===== src/inc/csr_consts.svh =====
// Constants for the chip settings readout block: report codes, byte
// positions, register offsets, field positions and reset values.
// Assumes it is included by its bare name from every design file.
`ifndef CSR_CONSTS_SVH
`define CSR_CONSTS_SVH

// -----------------------------------------------------------------
// Report codes
// -----------------------------------------------------------------
`define CSR_CMD_READ_FLASH 8'hb0
`define CSR_SUB_CHIP_SETTINGS 8'h00
`define CSR_STATUS_OK 8'h00
`define CSR_STATUS_UNSUPPORTED 8'h01
`define CSR_STRUCT_LEN 8'h0e
`define CSR_REPORT_LAST 6'h3f

// -----------------------------------------------------------------
// Byte positions inside the response report
// -----------------------------------------------------------------
`define CSR_BYTE_CMD 6'h00
`define CSR_BYTE_STATUS 6'h01
`define CSR_BYTE_LEN 6'h02
`define CSR_BYTE_CHIP 6'h04
`define CSR_BYTE_CLK 6'h05
`define CSR_BYTE_DAC 6'h06

// -----------------------------------------------------------------
// Register offsets
// -----------------------------------------------------------------
`define CSR_OFS_CHIP_CFG 3'h0
`define CSR_OFS_CLK_CFG 3'h1
`define CSR_OFS_DAC_CFG 3'h2
`define CSR_OFS_PIN_CTRL 3'h3
`define CSR_OFS_STATUS 3'h4

// -----------------------------------------------------------------
// Field positions
// -----------------------------------------------------------------
`define CSR_CHIP_SERIAL_EN 7
`define CSR_CHIP_RX_IDLE 6
`define CSR_CHIP_TX_IDLE 5
`define CSR_CHIP_I2C_IDLE 4
`define CSR_CHIP_SUSP_IDLE 3
`define CSR_CHIP_CFG_IDLE 2
`define CSR_CHIP_SEC_HI 1
`define CSR_CHIP_SEC_LO 0
`define CSR_CLK_DIV_HI 4
`define CSR_DAC_REF_HI 7
`define CSR_DAC_REF_LO 6
`define CSR_DAC_REF_SRC 5
`define CSR_DAC_VAL_HI 4
`define CSR_PIN_I2C_EN 0
`define CSR_PIN_SUSP_EN 1
`define CSR_PIN_CFG_EN 2
`define CSR_PIN_CLK_EN 3

// -----------------------------------------------------------------
// Reset values
// -----------------------------------------------------------------
`define CSR_RST_CHIP_CFG 8'h00
`define CSR_RST_CLK_CFG 8'h00
`define CSR_RST_DAC_CFG 8'h00
`define CSR_RST_PIN_CTRL 8'h00

`endif


===== src/inc/csr_pkg.sv =====
// Types for the chip settings readout block.
// Assumes csr_consts.svh supplies the numbers; this file holds types only.
package csr_pkg;

   // Response engine states
   typedef enum logic [0:0] {
      CSR_IDLE,
      CSR_SEND
   } csr_state_t;

   // Decoded configuration security level
   typedef enum logic [1:0] {
      CSR_SEC_UNSECURED,
      CSR_SEC_PASSWORD,
      CSR_SEC_LOCKED
   } csr_sec_t;

   // Whole state of the readout top
   typedef struct packed {
      csr_state_t state;
      logic [5:0] index;
      logic [7:0] status;
      logic [7:0] snap_chip;
      logic [7:0] snap_clk;
      logic [7:0] snap_dac;
      logic resp_valid;
      logic [7:0] resp_byte;
      logic [7:0] chip_cfg;
      logic [7:0] clk_cfg;
      logic [7:0] dac_cfg;
      logic [7:0] pin_ctrl;
      logic [7:0] rdata;
      logic rx_ind;
      logic tx_ind;
      logic i2c_ind;
      logic susp_ind;
      logic cfg_ind;
   } csr_top_t;

   // Whole state of the clock output divider
   typedef struct packed {
      logic [4:0] count;
      logic out;
   } csr_div_t;

endpackage


===== src/verilog/csr_clkdiv.sv =====
// Clock output divider for the chip settings readout block.
// Assumes enable and divisor come from registers on the same clock.
`include "csr_consts.svh"

module csr_clkdiv (
   // Clock and reset
   input wire logic sys_clk,
   input wire logic rst_b,
   // Control
   input wire logic enable,
   input wire logic [4:0] divisor,
   // Divided clock
   output logic clk_out
);

   csr_pkg::csr_div_t div_reg; // Registered state
   csr_pkg::csr_div_t div_next; // Next state

   // --------------------------------------------------------------
   // Next state: toggle every divisor cycles, period 2*divisor
   // --------------------------------------------------------------
   always_comb begin
      div_next = div_reg;
      if (!enable || divisor == 5'h00) begin
         // Stopped output rests low
         div_next.count = 5'h00;
         div_next.out = 1'b0;
      end else if (div_reg.count >= divisor - 5'h01) begin
         div_next.count = 5'h00;
         div_next.out = ~div_reg.out;
      end else begin
         div_next.count = div_reg.count + 5'h01;
      end
   end

   // --------------------------------------------------------------
   // State register
   // --------------------------------------------------------------
   always_ff @(posedge sys_clk) begin
      if (!rst_b) begin
         div_reg <= '0;
      end else begin
         div_reg <= div_next;
      end
   end

   assign clk_out = div_reg.out;

endmodule // csr_clkdiv


===== src/verilog/csr_readout.sv =====
// Chip settings readout: answers the flash-read request with the
// 64-byte chip settings report and drives the pins that the stored
// settings govern (activity indicators, clock output, DAC setup).
// Assumes busy and state inputs come from logic on sys_clk, and that
// the report sink applies back-pressure with resp_ready.
//
// Decided for this implementation: the register offsets and the address-and-strobe port.
`include "csr_consts.svh"

module csr_readout (
   // Clock and reset
   input wire logic sys_clk,
   input wire logic rst_b,
   // Register port
   input wire logic [2:0] reg_addr,
   input wire logic [7:0] reg_wdata,
   input wire logic reg_wr,
   input wire logic reg_rd,
   output logic [7:0] reg_rdata,
   // Command report
   input wire logic cmd_valid,
   output logic cmd_ready,
   input wire logic [7:0] cmd_code,
   input wire logic [7:0] cmd_sub,
   // Response report, one byte per transfer
   output logic resp_valid,
   input wire logic resp_ready,
   output logic [7:0] resp_byte,
   output logic [5:0] resp_index,
   output logic resp_last,
   // Activity and state inputs
   input wire logic uart_rx_busy,
   input wire logic uart_tx_busy,
   input wire logic i2c_busy,
   input wire logic usb_suspended,
   input wire logic usb_configured,
   // Indicator pins
   output logic rx_activity_indicator,
   output logic tx_activity_indicator,
   output logic i2c_traffic_indicator,
   output logic suspend_indicator,
   output logic usb_configured_indicator,
   // Enumeration and security
   output logic serial_number_enable,
   output logic [1:0] security_level,
   // Clock output pin
   output logic clock_output,
   // DAC setup
   output logic [1:0] dac_ref_level,
   output logic internal_voltage_reference,
   output logic [4:0] dac_value
);

   // --------------------------------------------------------------
   // State
   // --------------------------------------------------------------
   csr_pkg::csr_top_t st_reg; // Registered state
   csr_pkg::csr_top_t st_next; // Next state
   logic clk_div_out; // Divided clock from the divider
   logic resp_take; // Sink accepts the current byte
   logic cmd_take; // A command is taken this cycle

   // --------------------------------------------------------------
   // Functions
   // --------------------------------------------------------------

   // Decode the two security bits into a level
   function automatic csr_pkg::csr_sec_t sec_decode(input logic [1:0] bits);
      csr_pkg::csr_sec_t lvl;
      case (bits)
         2'h3, 2'h2: lvl = csr_pkg::CSR_SEC_LOCKED;
         2'h1: lvl = csr_pkg::CSR_SEC_PASSWORD;
         default: lvl = csr_pkg::CSR_SEC_UNSECURED;
      endcase
      return lvl;
   endfunction

   // Indicator level: idle level, inverted while its condition holds
   function automatic logic ind_level(input logic idle, input logic en, input logic active);
      return idle ^ (en & active);
   endfunction

   // Byte of the response report at a given index
   function automatic logic [7:0] report_byte(
      input logic [5:0] idx,
      input logic [7:0] status,
      input logic [7:0] chip,
      input logic [7:0] clk,
      input logic [7:0] dac
   );
      logic [7:0] b;
      b = 8'h00;
      case (idx)
         `CSR_BYTE_CMD: b = `CSR_CMD_READ_FLASH;
         `CSR_BYTE_STATUS: b = status;
         default: begin
            // Payload only follows a successful status
            if (status == `CSR_STATUS_OK) begin
               case (idx)
                  `CSR_BYTE_LEN: b = `CSR_STRUCT_LEN;
                  `CSR_BYTE_CHIP: b = chip;
                  `CSR_BYTE_CLK: b = {3'h0, clk[`CSR_CLK_DIV_HI:0]};
                  `CSR_BYTE_DAC: b = dac;
                  default: b = 8'h00;
               endcase
            end
         end
      endcase
      return b;
   endfunction

   // --------------------------------------------------------------
   // Handshakes
   // --------------------------------------------------------------
   assign cmd_ready = (st_reg.state == csr_pkg::CSR_IDLE);
   assign cmd_take = cmd_valid & cmd_ready;
   assign resp_take = st_reg.resp_valid & resp_ready;

   // --------------------------------------------------------------
   // Next state
   // --------------------------------------------------------------
   always_comb begin
      st_next = st_reg;
      st_next.rdata = 8'h00;

      // Register writes
      if (reg_wr) begin
         case (reg_addr)
            `CSR_OFS_CHIP_CFG: st_next.chip_cfg = reg_wdata;
            `CSR_OFS_CLK_CFG: st_next.clk_cfg = reg_wdata;
            `CSR_OFS_DAC_CFG: st_next.dac_cfg = reg_wdata;
            `CSR_OFS_PIN_CTRL: st_next.pin_ctrl = reg_wdata;
            default: ; // Status and unmapped offsets ignore writes
         endcase
      end

      // Register reads, data stand for one cycle only
      if (reg_rd) begin
         case (reg_addr)
            `CSR_OFS_CHIP_CFG: st_next.rdata = st_reg.chip_cfg;
            `CSR_OFS_CLK_CFG: st_next.rdata = st_reg.clk_cfg;
            `CSR_OFS_DAC_CFG: st_next.rdata = st_reg.dac_cfg;
            `CSR_OFS_PIN_CTRL: st_next.rdata = st_reg.pin_ctrl;
            `CSR_OFS_STATUS: begin
               // Live pin levels, engine busy and lock flag
               st_next.rdata = {
                  (sec_decode(st_reg.chip_cfg[`CSR_CHIP_SEC_HI:`CSR_CHIP_SEC_LO]) == csr_pkg::CSR_SEC_LOCKED),
                  (st_reg.state == csr_pkg::CSR_SEND),
                  clk_div_out,
                  st_reg.cfg_ind,
                  st_reg.susp_ind,
                  st_reg.i2c_ind,
                  st_reg.tx_ind,
                  st_reg.rx_ind
               };
            end
            default: st_next.rdata = 8'h00; // Unmapped reads return zero
         endcase
      end

      // Response engine
      case (st_reg.state)
         csr_pkg::CSR_IDLE: begin
            if (cmd_take && cmd_code == `CSR_CMD_READ_FLASH) begin
               // Snapshot keeps the report consistent with itself
               st_next.snap_chip = st_reg.chip_cfg;
               st_next.snap_clk = st_reg.clk_cfg;
               st_next.snap_dac = st_reg.dac_cfg;
               if (cmd_sub == `CSR_SUB_CHIP_SETTINGS) begin
                  st_next.status = `CSR_STATUS_OK;
               end else begin
                  st_next.status = `CSR_STATUS_UNSUPPORTED;
               end
               st_next.index = 6'h00;
               st_next.resp_byte = `CSR_CMD_READ_FLASH;
               st_next.resp_valid = 1'b1;
               st_next.state = csr_pkg::CSR_SEND;
            end
            // Other command codes are taken and dropped
         end
         csr_pkg::CSR_SEND: begin
            if (resp_take) begin
               if (st_reg.index == `CSR_REPORT_LAST) begin
                  // Final byte accepted
                  st_next.resp_valid = 1'b0;
                  st_next.resp_byte = 8'h00;
                  st_next.index = 6'h00;
                  st_next.state = csr_pkg::CSR_IDLE;
               end else begin
                  // Present the following byte
                  st_next.index = st_reg.index + 6'h01;
                  st_next.resp_byte = report_byte(st_reg.index + 6'h01, st_reg.status,
                                                  st_reg.snap_chip, st_reg.snap_clk, st_reg.snap_dac);
               end
            end
         end
         default: begin
            st_next.state = csr_pkg::CSR_IDLE;
            st_next.resp_valid = 1'b0;
         end
      endcase

      // Indicator pins
      st_next.rx_ind = ind_level(st_reg.chip_cfg[`CSR_CHIP_RX_IDLE], 1'b1, uart_rx_busy);
      st_next.tx_ind = ind_level(st_reg.chip_cfg[`CSR_CHIP_TX_IDLE], 1'b1, uart_tx_busy);
      st_next.i2c_ind = ind_level(st_reg.chip_cfg[`CSR_CHIP_I2C_IDLE],
                                  st_reg.pin_ctrl[`CSR_PIN_I2C_EN], i2c_busy);
      st_next.susp_ind = ind_level(st_reg.chip_cfg[`CSR_CHIP_SUSP_IDLE],
                                   st_reg.pin_ctrl[`CSR_PIN_SUSP_EN], usb_suspended);
      st_next.cfg_ind = ind_level(st_reg.chip_cfg[`CSR_CHIP_CFG_IDLE],
                                  st_reg.pin_ctrl[`CSR_PIN_CFG_EN], usb_configured);
   end

   // --------------------------------------------------------------
   // State register
   // --------------------------------------------------------------
   always_ff @(posedge sys_clk) begin
      if (!rst_b) begin
         st_reg <= '0;
         st_reg.state <= csr_pkg::CSR_IDLE;
         st_reg.chip_cfg <= `CSR_RST_CHIP_CFG;
         st_reg.clk_cfg <= `CSR_RST_CLK_CFG;
         st_reg.dac_cfg <= `CSR_RST_DAC_CFG;
         st_reg.pin_ctrl <= `CSR_RST_PIN_CTRL;
      end else begin
         st_reg <= st_next;
      end
   end

   // --------------------------------------------------------------
   // Clock output divider
   // --------------------------------------------------------------
   csr_clkdiv u_clkdiv (
      .sys_clk(sys_clk),
      .rst_b(rst_b),
      .enable(st_reg.pin_ctrl[`CSR_PIN_CLK_EN]),
      .divisor(st_reg.clk_cfg[`CSR_CLK_DIV_HI:0]),
      .clk_out(clk_div_out)
   );

   // --------------------------------------------------------------
   // Outputs
   // --------------------------------------------------------------
   assign reg_rdata = st_reg.rdata;
   assign resp_valid = st_reg.resp_valid;
   assign resp_byte = st_reg.resp_byte;
   assign resp_index = st_reg.index;
   assign resp_last = st_reg.resp_valid & (st_reg.index == `CSR_REPORT_LAST);

   // Indicator pins
   assign rx_activity_indicator = st_reg.rx_ind;
   assign tx_activity_indicator = st_reg.tx_ind;
   assign i2c_traffic_indicator = st_reg.i2c_ind;
   assign suspend_indicator = st_reg.susp_ind;
   assign usb_configured_indicator = st_reg.cfg_ind;

   // Enumeration and security
   assign serial_number_enable = st_reg.chip_cfg[`CSR_CHIP_SERIAL_EN];
   assign security_level = sec_decode(st_reg.chip_cfg[`CSR_CHIP_SEC_HI:`CSR_CHIP_SEC_LO]);

   // Clock output
   assign clock_output = clk_div_out;

   // DAC setup
   assign dac_ref_level = st_reg.dac_cfg[`CSR_DAC_REF_HI:`CSR_DAC_REF_LO];
   assign internal_voltage_reference = st_reg.dac_cfg[`CSR_DAC_REF_SRC];
   assign dac_value = st_reg.dac_cfg[`CSR_DAC_VAL_HI:0];

endmodule // csr_readout

===== config.mk =====
export PLATFORM = sky130hd
export DESIGN_NAME = csr_readout
export DESIGN_NICKNAME = d
export VERILOG_FILES = /design/src/inc/csr_pkg.sv /design/src/verilog/csr_clkdiv.sv /design/src/verilog/csr_readout.sv
export VERILOG_INCLUDE_DIRS = /design/src /design/src/inc
export SDC_FILE = /design/constraint.sdc
export NUM_CORES = 1
export LEC_CHECK = 0
export ABC_CLOCK_PERIOD_IN_PS = 2050
export BUFFER_PORTS_ARGS = -buffer_cell sky130_fd_sc_hd__buf_2
export CORE_UTILIZATION = 50
export DETAILED_ROUTE_END_ITERATION = 12
export GPL_ROUTABILITY_DRIVEN = 0
export PLACE_DENSITY_LB_ADDON = 0.15
export SETUP_SLACK_MARGIN = 0.5
export SLEW_MARGIN = 10
export SYNTH_ARGS = -nofsm -noshare
export SYNTH_HDL_FRONTEND = slang
export SYNTH_SLANG_ARGS = --single-unit

===== constraint.sdc =====
create_clock -name sys_clk -period 2.05 [get_ports sys_clk]
set_input_delay 0.205 -clock sys_clk [delete_from_list [all_inputs] [get_ports sys_clk]]
set_output_delay 0.205 -clock sys_clk [all_outputs]
set_load 0.02 [all_outputs]

Word level (Yosys, flattened, before mapping):

Index checks and enable logic that the tools add are counted.

* add/subtract/negate cells: 3
* $mul: 0
* div/mod/pow operators: 0
* $lt $le $gt $ge: 1
* equal/unequal tests: 18
* shift operators: 0
* multiplexer cells: 17
* bitwise operators: 14
* reduce and logical (&&, ||, !) cells: 19

Operators by type and width (count)
* $mux 48: 1
* $pmux 8 s5: 1
* $pmux 8 s4: 1
* $eq 6x3->1 const B: 3
* $pmux 9 s2: 1
* $logic_not 8->1: 2
* $mux 8: 2
* $pmux 8 s2: 1
* $pmux 7 s2: 1
* $reduce_and 2->1: 7
* $mux 9: 1
* $eq 8x8->1 const B: 1
* $mux 7: 1
* $add 6x1->6 const B: 1
* $and 1x1->1: 6
* $eq 2x2->1 const B: 3
* $eq 3x2->1 const B: 2
* $eq 6x1->1 const B: 1
* $eq 6x2->1 const B: 1
* $eq 6x6->1 const B: 1
* $logic_not 6->1: 1
* $mux 6: 1
* $ne 2x1->1 const B: 3
* $add 5x1->5 const B: 1
* 18 further kinds: 28

* register bits after elaboration: 99
* latch bits: 0
* memory bits (writable): 0
* ROM bits: 0
* input bits: 38
* output and inout bits: 42
* word-level logic and storage cells: 92
* memories: 0

Depth between registers and ports, before layout:

Gate-level depths: netlist of the first run.

* depth after elaboration: 8
* depth in mapped cells: 9
* gate-level depth less buffers: 9

Modules after synthesis:

From an unflattened synthesis of the first run, not the netlist that was laid out.

* cell total of the unflattened synthesis: 544
* area total of the unflattened synthesis: 4371.7 um2

By module, submodules not included
* csr_readout: instances 1, cells each 499, area each 3961.3 um2, seq. area each 1661.6 um2
* csr_clkdiv: instances 1, cells each 45, area each 410.4 um2, seq. area each 120.1 um2

Least setup slack after synthesis of the first run:

OpenSTA, ideal clock, no wires.

* kind: register to register
* start: register st_reg, in the netlist resp_index[0]
* end: register st_reg, in the netlist resp_byte[1]
* setup time: 0.095 ns
* arrival: 1.876 ns
* required time: 1.955 ns
* setup slack: 0.079 ns
* stages on the path, launching flop included: 8
* path buffers: 1
* clock period less this slack: 1.971 ns
* cell sequence: dfxtp_1 ha_1 clkbuf_1 mux2i_1 o31a_1 nor3_2 o221ai_2 a221oi_1

* cells in the longest elaborated chain, start to end: 8
* elaborated cells between the ends (all ways): 14
* classes of those cells: add/sub (1); eq/ne (6); mux (6); reduce/logical (1)

RTL lines
* from (decl): line csr_readout.sv:57 `csr_pkg::csr_top_t st_reg;`
* from (signal assigned): line csr_readout.sv:226 `st_reg <= st_next;`
* $add 6x1->6: line csr_readout.sv:192 `st_next.resp_byte = report_byte(st_reg.index + 6'h01, st_reg.status,`
* $eq 6x3->1 / $eq 6x2->1 (equally long branches): line csr_readout.sv:99 `case (idx)`
* $pmux 8 s4: line csr_readout.sv:99
* $mux 8: line csr_readout.sv:98 `` if (status == `CSR_STATUS_OK) begin ``
* $pmux 8 s2: line csr_readout.sv:93 `case (idx)`
* $mux 8 *: line csr_readout.sv:183 `` if (st_reg.index == `CSR_REPORT_LAST) begin ``
* $mux 9 *: line csr_readout.sv:182 `if (resp_take) begin`
* $pmux 9 s2 *: line csr_readout.sv:162 `case (st_reg.state)`

Every way passes the cells marked *; elsewhere a longest branch is shown, timed or not. The select of a mux whose other input is x is not followed.
A chain may end at the register's enable or synchronous reset.

Final worst setup path of the first run:

* start: register st_reg, in the netlist resp_index[0]
* end: register st_reg, in the netlist resp_byte[4]

The elaborated chain is that of the path after synthesis.

==> results of run 1 <==
[power groups by stage]
stage          sequential, mW  combinational [mW]  clock (mW)
2_1_floorplan            1.80               0.112           0
3_3_place_gp             1.80               0.188           0
5_1_grt                  1.76               0.219        1.21
4_1_cts                  1.76               0.197        1.13
3_5_place_dp             1.80               0.192           0
6_report                 1.76               0.199        1.11
[through the flow]
step / instances / cell area, sq um / hold slack [ns] / total power [mW]
2_1_floorplan: 527 / 4410 / 0.341 / 1.91
3_3_place_gp: 664 / 4640 / 0.442 / 1.99
3_5_place_dp: 664 / 4640 / 0.447 / 1.99
4_1_cts: 690 / 5010 / 0.0763 / 3.09
5_1_grt: 691 / 5130 / 0.0845 / 3.18
6_report: 691 / 5130 / 0.0863 / 3.06
[timing repair]
| item | CTS | global route |
|---|---|---|
| resized for setup | 32 | 24 |
| buffers inserted | 10 | 1 |
| pin swaps | 11 | 6 |
| endpoints found under the setup margin | 38 | 42 |
[per-layer routing]
metal | wire [um] | track usage [%]
met1 | 4860 | 31.0
met2 | 5700 | 45.5
met3 | 481 | 4.07
met4 | 275 | 11.5
met5 | 0 | 0
[worst min-delay path, delay by kind of cell]
kind                   cells  cell delay, ns
AND/OR/NAND/NOR            1            0.07
XOR/XNOR                   1            0.05
buffers and inverters      1            0.08
[Yosys cell counts (2+ instances only)]
cell type	number
a311oi_1	2
a32o_1	3
clkbuf_1	20
nand2_1	104
and2_1	4
and3_1	3
a21oi_1	73
nor3_1	2
nor2b_1	3
a22oi_1	10
nand2b_1	5
nand3_1	15
xor2_1	7
buf_6	4
buf_4	31
buf_2	3
dfxtp_1	89
nand3b_1	3
mux2i_1	15
and2_2	2
or2_2	2
ha_1	11
inv_1	9
mux4_2	2
o21ai_0	12
a31oi_1	4
a221oi_1	3
nor2_1	43
nor3_2	2
o22ai_1	5
nor4_1	2
xnor2_1	6
[kinds of logic (layout without fill, tap and decap cells)]
logic type	after synthesis	after routing	share of synthesized area, %
fa+ha+maj	11	11	3.17
simple gates	200	200	20.8
compound gates	126	126	17.6
flops	89	89	41.0
xor+xnor	14	14	3.00
mux	18	18	4.75
buf+inv	69	128	9.65
[area by class of cell]
type                    count  area (sq um)  area share (%)
well taps                 105           131            2.56
flip-flops and latches     89          1810            35.3
clock inverters             6          41.3           0.804
clock buffers              10           138            2.68
repair buffers            102           592            11.5
multi-input cells         369          2380            46.3
inverters                  10          41.3           0.804
[path summary, 6_finish.rpt]
path	from	to	cells past startpoint
hold / removal	uart_tx_busy	tx_activity_indicator	3
setup reg to reg	resp_index[0]	resp_byte[4]	7
setup / recovery	resp_index[0]	resp_byte[4]	7
hold reg to reg	u_clkdiv.div_reg[1]	u_clkdiv.div_reg[1]	1
==> summary.md, run 1 <==
| Metric | Value |
|---|---|
| Synthesized flop and latch total | around 90 |
| Critical path capture point type | register |
| Initial antenna violation count | 0 |
| Vias in the first global route | 3717 |
| Final setup fails | 0 |
| Slowest cell on the critical path | dfxtp_4 |
| Max-capacitance violation count | 0 |
| Status | finished clean |
| Final period util | 88.7% |
| Logic pwr share | about 6.5% |
| NumNets Final | 630 |
| Register-to-Register Setup Slack | about 0.23 ns |
| Pwr Density | slightly below 600 nW/um^2 |
| Clock transition at path regs | ~0.090 ns |
| Max-slew headroom | 62.4% |
| Largest register FFs | 46 |
| Static Leak | roughly 2.0 nW |
| Total number of vias | about 3800 |
| Crit path buf inv count | 0 |
| CP peak stage delay | 0.42 ns |
| Top cell type's share of synthesized area | between 40 and 50% |
| Final core occ | 61.8% |
| First-pass GRT wire length | about 18 mm |
| RSZ-0062 raised after global routing | true |
| DR iter-0 viols | approximately 190 |
| Clk root buf | clkbuf_8 |
| Worst setup path category | register to register |
| Die height | ~95 um |
| Crit-path cells | ha_4 > mux2_4 > nand2_2 > o31a_1 > nor3_4 > o2111ai_2 > o22ai_1 |
| P_int | about 2.3 mW |
| Antenna diodes | 0 |
| Clk_skew | approximately 0.0065 ns |
| Syn Std Cell Area | 4340 sq um |
| Yosys warning total | 0 |
| Pin count of the biggest net entering global routing | between 50 and 60 |
| # H-tree levels | 3 |
| Slew Viols, Final | 0 |
| Clk sinks | 89 |
| TritonCTS buffer count | 9 |
| Seq pwr share | between 50% and 60% |
| Global Route Usage Sum | around a quarter |
| Primary FF master, synth | dfxtp_1 |
| EDFF count, synth | 0 |
| Delay-heaviest family, CP | compound AO/OA/AOI/OAI gates |
| Die footprint | 9060 sq um |
| Commonest cells after routing, fill and taps aside | 102 x nand2_1, 79 x buf_2, 78 x dfxtp_1 |
| Clk pwr share | around 36% |
| WL/cell | around 16 um |
| DRT antenna net count | 0 |
| Vias per inst | roughly 5.5 |
| CTS max path bufs | 2 |
| TNS Setup | 0 ns |
| DRT Pass-1 Iters | 4 |
| Seq/Total Area, Yosys | 41.0% |
| Cells after Synth | between 500 and 600 |
| Port buffer count | 79 |
| Achievable Freq | approximately 550 MHz |
| Netlist cell types | 60 |
| # fillers | around 760 |
| VDD IR max | a little under 0.4 mV |
| Minimum clock period after layout | between 1.5 and 2 ns |
| Final worst-path setup slack | 0.231 ns |
| CP startpoint kind | register |
| Hold_buf cts | 0 |
| Synth-to-Final Area Change | 18.2% |
| Core Region | roughly 8300 sq um |
| CTS tree | done |
| Die width | between 90 and 100 um |
| Most common cell after layout, fill and taps aside | nand2_1 |
| Synth area leader | dfxtp_1 |
| Crit path DAT | around 2.1 ns |
| I/O pins | 80 |
| Avg Synthesized Cell Area | ~8.2 sq um |
| DR DRC count | 0 |
| Syn Nets | around 580 |
| GR Overflow Total | 0 |
| Net switching power | 0.769 mW |
| Worst EP required | around 2.3 ns |
| Final wirelength | 11.3 mm |
| Main area contributors after synthesis | dfxtp_1 41%, nand2_1 9.0%, a21oi_1 8.4% |
| Skew-Pair Late Insertion Delay | approximately 0.36 ns |
| Initial Util | a little over half |
| Least-Margin Pin Slew | roughly 0.56 ns |
| Sw frac | 25.1% |
| Hpwl dp | 8.06 mm |
| Pre-CTS setup slack | between 0.09 and 0.1 ns |
| CP Max Fanout | 7 |
| Ys async rst share | 0% |
| Cell row count | 33 |
| Layout cell share with drive strength beyond 1 | between 30% and 40% |
| Hold Fails Final Rpt | 0 |
| Worst min-delay path class | primary input to register |
Power figures use the tool's default switching activity.
==> inputs of run 2 (changes only) <==
--- a/config.mk
+++ b/config.mk
@@ -7,8 +7,9 @@
 export NUM_CORES = 1
 export LEC_CHECK = 0
 export ABC_CLOCK_PERIOD_IN_PS = 2050
-export BUFFER_PORTS_ARGS = -buffer_cell sky130_fd_sc_hd__buf_2
+export BUFFER_PORTS_ARGS = -buffer_cell sky130_fd_sc_hd__buf_4
 export CORE_UTILIZATION = 50
+export CTS_CLUSTER_SIZE = 25
 export DETAILED_ROUTE_END_ITERATION = 12
 export GPL_ROUTABILITY_DRIVEN = 0
 export PLACE_DENSITY_LB_ADDON = 0.15
==> summary.md, run 2 (synthesis results as in run 1) <==
| Metric | Value |
|---|---|
| Status | finished clean |
| CTS max path bufs | 2 (unchanged) |
| Crit path buf inv count | 1 (+1) |
| Placed Area | 4840 sq um (+4.3%) |
| RSZ-0062 raised after global routing | true |
| First-pass GRT wire length | 18.3 mm (+1.9%) |
| Pre-CTS setup slack | 0.122 ns (+0.0289 ns) |
| Final worst-path setup slack | 0.215 ns (-0.0158 ns) |
| Port buffer count | 79 (unchanged) |
| Inst Count DP | 664 (unchanged) |
| DR iter-0 viols | 295 (+59%) |
| Achievable Freq | 545 MHz (-0.86%) |
| Final core occ | 65.6% (+3.7 points) |
| Clk_skew | 0.00901 ns (+0.00254 ns) |
| CTS tree | done |
| # H-tree levels | 3 (unchanged) |
| Slowest cell on the critical path | dfxtp_4 |
| Largest register FFs | 46 (unchanged) |
| DRT Pass-1 Iters | 5 (+1) |
| Design area | 5440 sq um (+6.0%) |
| Total number of vias | 3899 (+1.9%) |
| Area of the multi-input gates | 2400 sq um (+0.95%) |
| Clock transition at path regs | 0.09 ns (about the same) |
| Pin count of the biggest net entering global routing | 38 (-31%) |
| Register-to-Register Setup Slack | 0.22 ns (-0.02 ns) |
| Initial Util | 52.3% (unchanged) |
| DR DRC count | 0 (unchanged) |
| NumNets Final | 636 (+0.95%) |
| Pwr Density | 594 nW/um^2 (-0.47%) |
| Static Leak | 2.08 nW (+3.9%) |
| Hold_buf cts | 0 (unchanged) |
| Die height | 95.2 um (unchanged) |
| Worst min-delay path class | primary input to register |
| Clk root buf | clkbuf_8 |
| Met3 usage | 3.59% (-0.48 points) |
| Top Usage Layer GRT | met2 |
| Most common cell after layout, fill and taps aside | nand2_1 |
| Minimum clock period after layout | 1.83 ns (+0.0158 ns) |
| WL/cell | 16.5 um (+0.61%) |
| Final period util | 89.5% (+0.77 points) |
| Max-capacitance violation count | 0 (unchanged) |
| Die footprint | 9060 sq um (unchanged) |
| Met1 Usage GRT | 33.5% (+2.5 points) |
| Layout cell share with drive strength beyond 1 | 31.3% (+0.70 points) |
| Vias in the first global route | 3589 (-3.4%) |
| Crit path DAT | 2.09 ns (+0.03 ns) |
| CP peak stage delay | 0.42 ns (about the same) |
| Slew Viols, Final | 0 (unchanged) |
| Cell row count | 33 (unchanged) |
| Worst EP required | 2.31 ns (+0.02 ns) |
| GR Overflow Total | 0 (unchanged) |
| CP Max Fanout | 7 (unchanged) |
| Skew-Pair Late Insertion Delay | 0.35 ns (about the same) |
| Critical path capture point type | register |
| Core Region | 8300 sq um (unchanged) |
| Vias per inst | 5.59 (+1.0%) |
| Least-Margin Pin Slew | 0.577 ns (+0.0131 ns) |
| Final hold slack | 0.0907 ns (+0.00435 ns) |
| TNS Setup | 0 ns (unchanged) |
| Die width | 95.2 um (unchanged) |
| Crit-path cells | ha_4 > mux2_4 > nand2_2 > o31a_1 > nor3_4 > o221ai_4 > buf_6 > o21ai_2 |
| CP startpoint kind | register |
| Hold Fails Final Rpt | 0 (unchanged) |
| Antenna diodes | 0 (unchanged) |
| DRT antenna net count | 0 (unchanged) |
| Commonest cells after routing, fill and taps aside | 102 x nand2_1, 100 x buf_4, 79 x dfxtp_1 |
| Max-slew headroom | 61.5% (-0.88 points) |
| Initial antenna violation count | 0 (unchanged) |
| Delay-heaviest family, CP | compound AO/OA/AOI/OAI gates |
| Synth-to-Final Area Change | 25.3% |
| # fillers | 704 (-7.1%) |
| Worst setup path category | register to register |
| Area occupied by registers | 1810 sq um (about the same) |
| Met2 usage | 45.4% (-0.18 points) |
| Pwr Total | 3.23 mW (+5.5%) |
| I/O pins | 80 (unchanged) |
| TritonCTS buffer count | 9 (unchanged) |
| Global Route Usage Sum | 26.4% (+0.44 points) |
| VDD IR max | 0.394 mV (+0.90%) |
| Non-Filler Instances | 697 (+0.87%) |
| Final wirelength | 11.5 mm (+1.5%) |
| Hpwl dp | 8.15 mm (+1.1%) |
| Clk sinks | 89 (unchanged) |
| Final setup fails | 0 (unchanged) |
[run 2: worst min-delay path, cell delays in order]
cell and delay, ns:
buf_4 0.08, xnor2_1 0.05, nor2_1 0.07
[run 2: power breakdown]
| part | switching (mW) | total [mW] | internal (mW) |
|---|---|---|---|
| combinational | 0.121 | 0.226 | 0.105 |
| clock | 0.612 | 1.25 | 0.637 |
| sequential | 0.0198 | 1.76 | 1.74 |
[run 2: final cells by class]
class | instances | share of cell area [%]
Clock buffer | 12 | 2.87
Clock inverter | 4 | 0.920
Inverter | 10 | 0.690
Multi-Input combinational cell | 369 | 44.1
Sequential cell | 89 | 33.3
Tap cell | 105 | 2.41
Timing Repair Buffer | 108 | 15.7
[run 2: path summary, 6_finish.rpt]
path / start / to / depth (start not counted)
setup / recovery: resp_index[0] / resp_byte[6] / 8
hold / removal: uart_tx_busy / tx_activity_indicator / 3
setup reg to reg: resp_index[0] / resp_byte[6] / 8
hold reg to reg: st_reg[76] / st_reg[76] / 2
[run 2: timing repair]
| action | CTS | global route |
|---|---|---|
| resized for setup | 30 | 32 |
| pin swaps | 11 | 13 |
| endpoints found under the hold margin | 0 | 0 |
| endpoints found under the setup margin | 38 | 44 |
| setup buffers | 12 | 5 |
[run 2: per-layer routing]
layer | up-vias | routed length [um]
li1 | 1901 | -
met1 | 1811 | 4660
met2 | 165 | 5790
met3 | 22 | 783
met4 | 0 | 246
met5 | - | 0
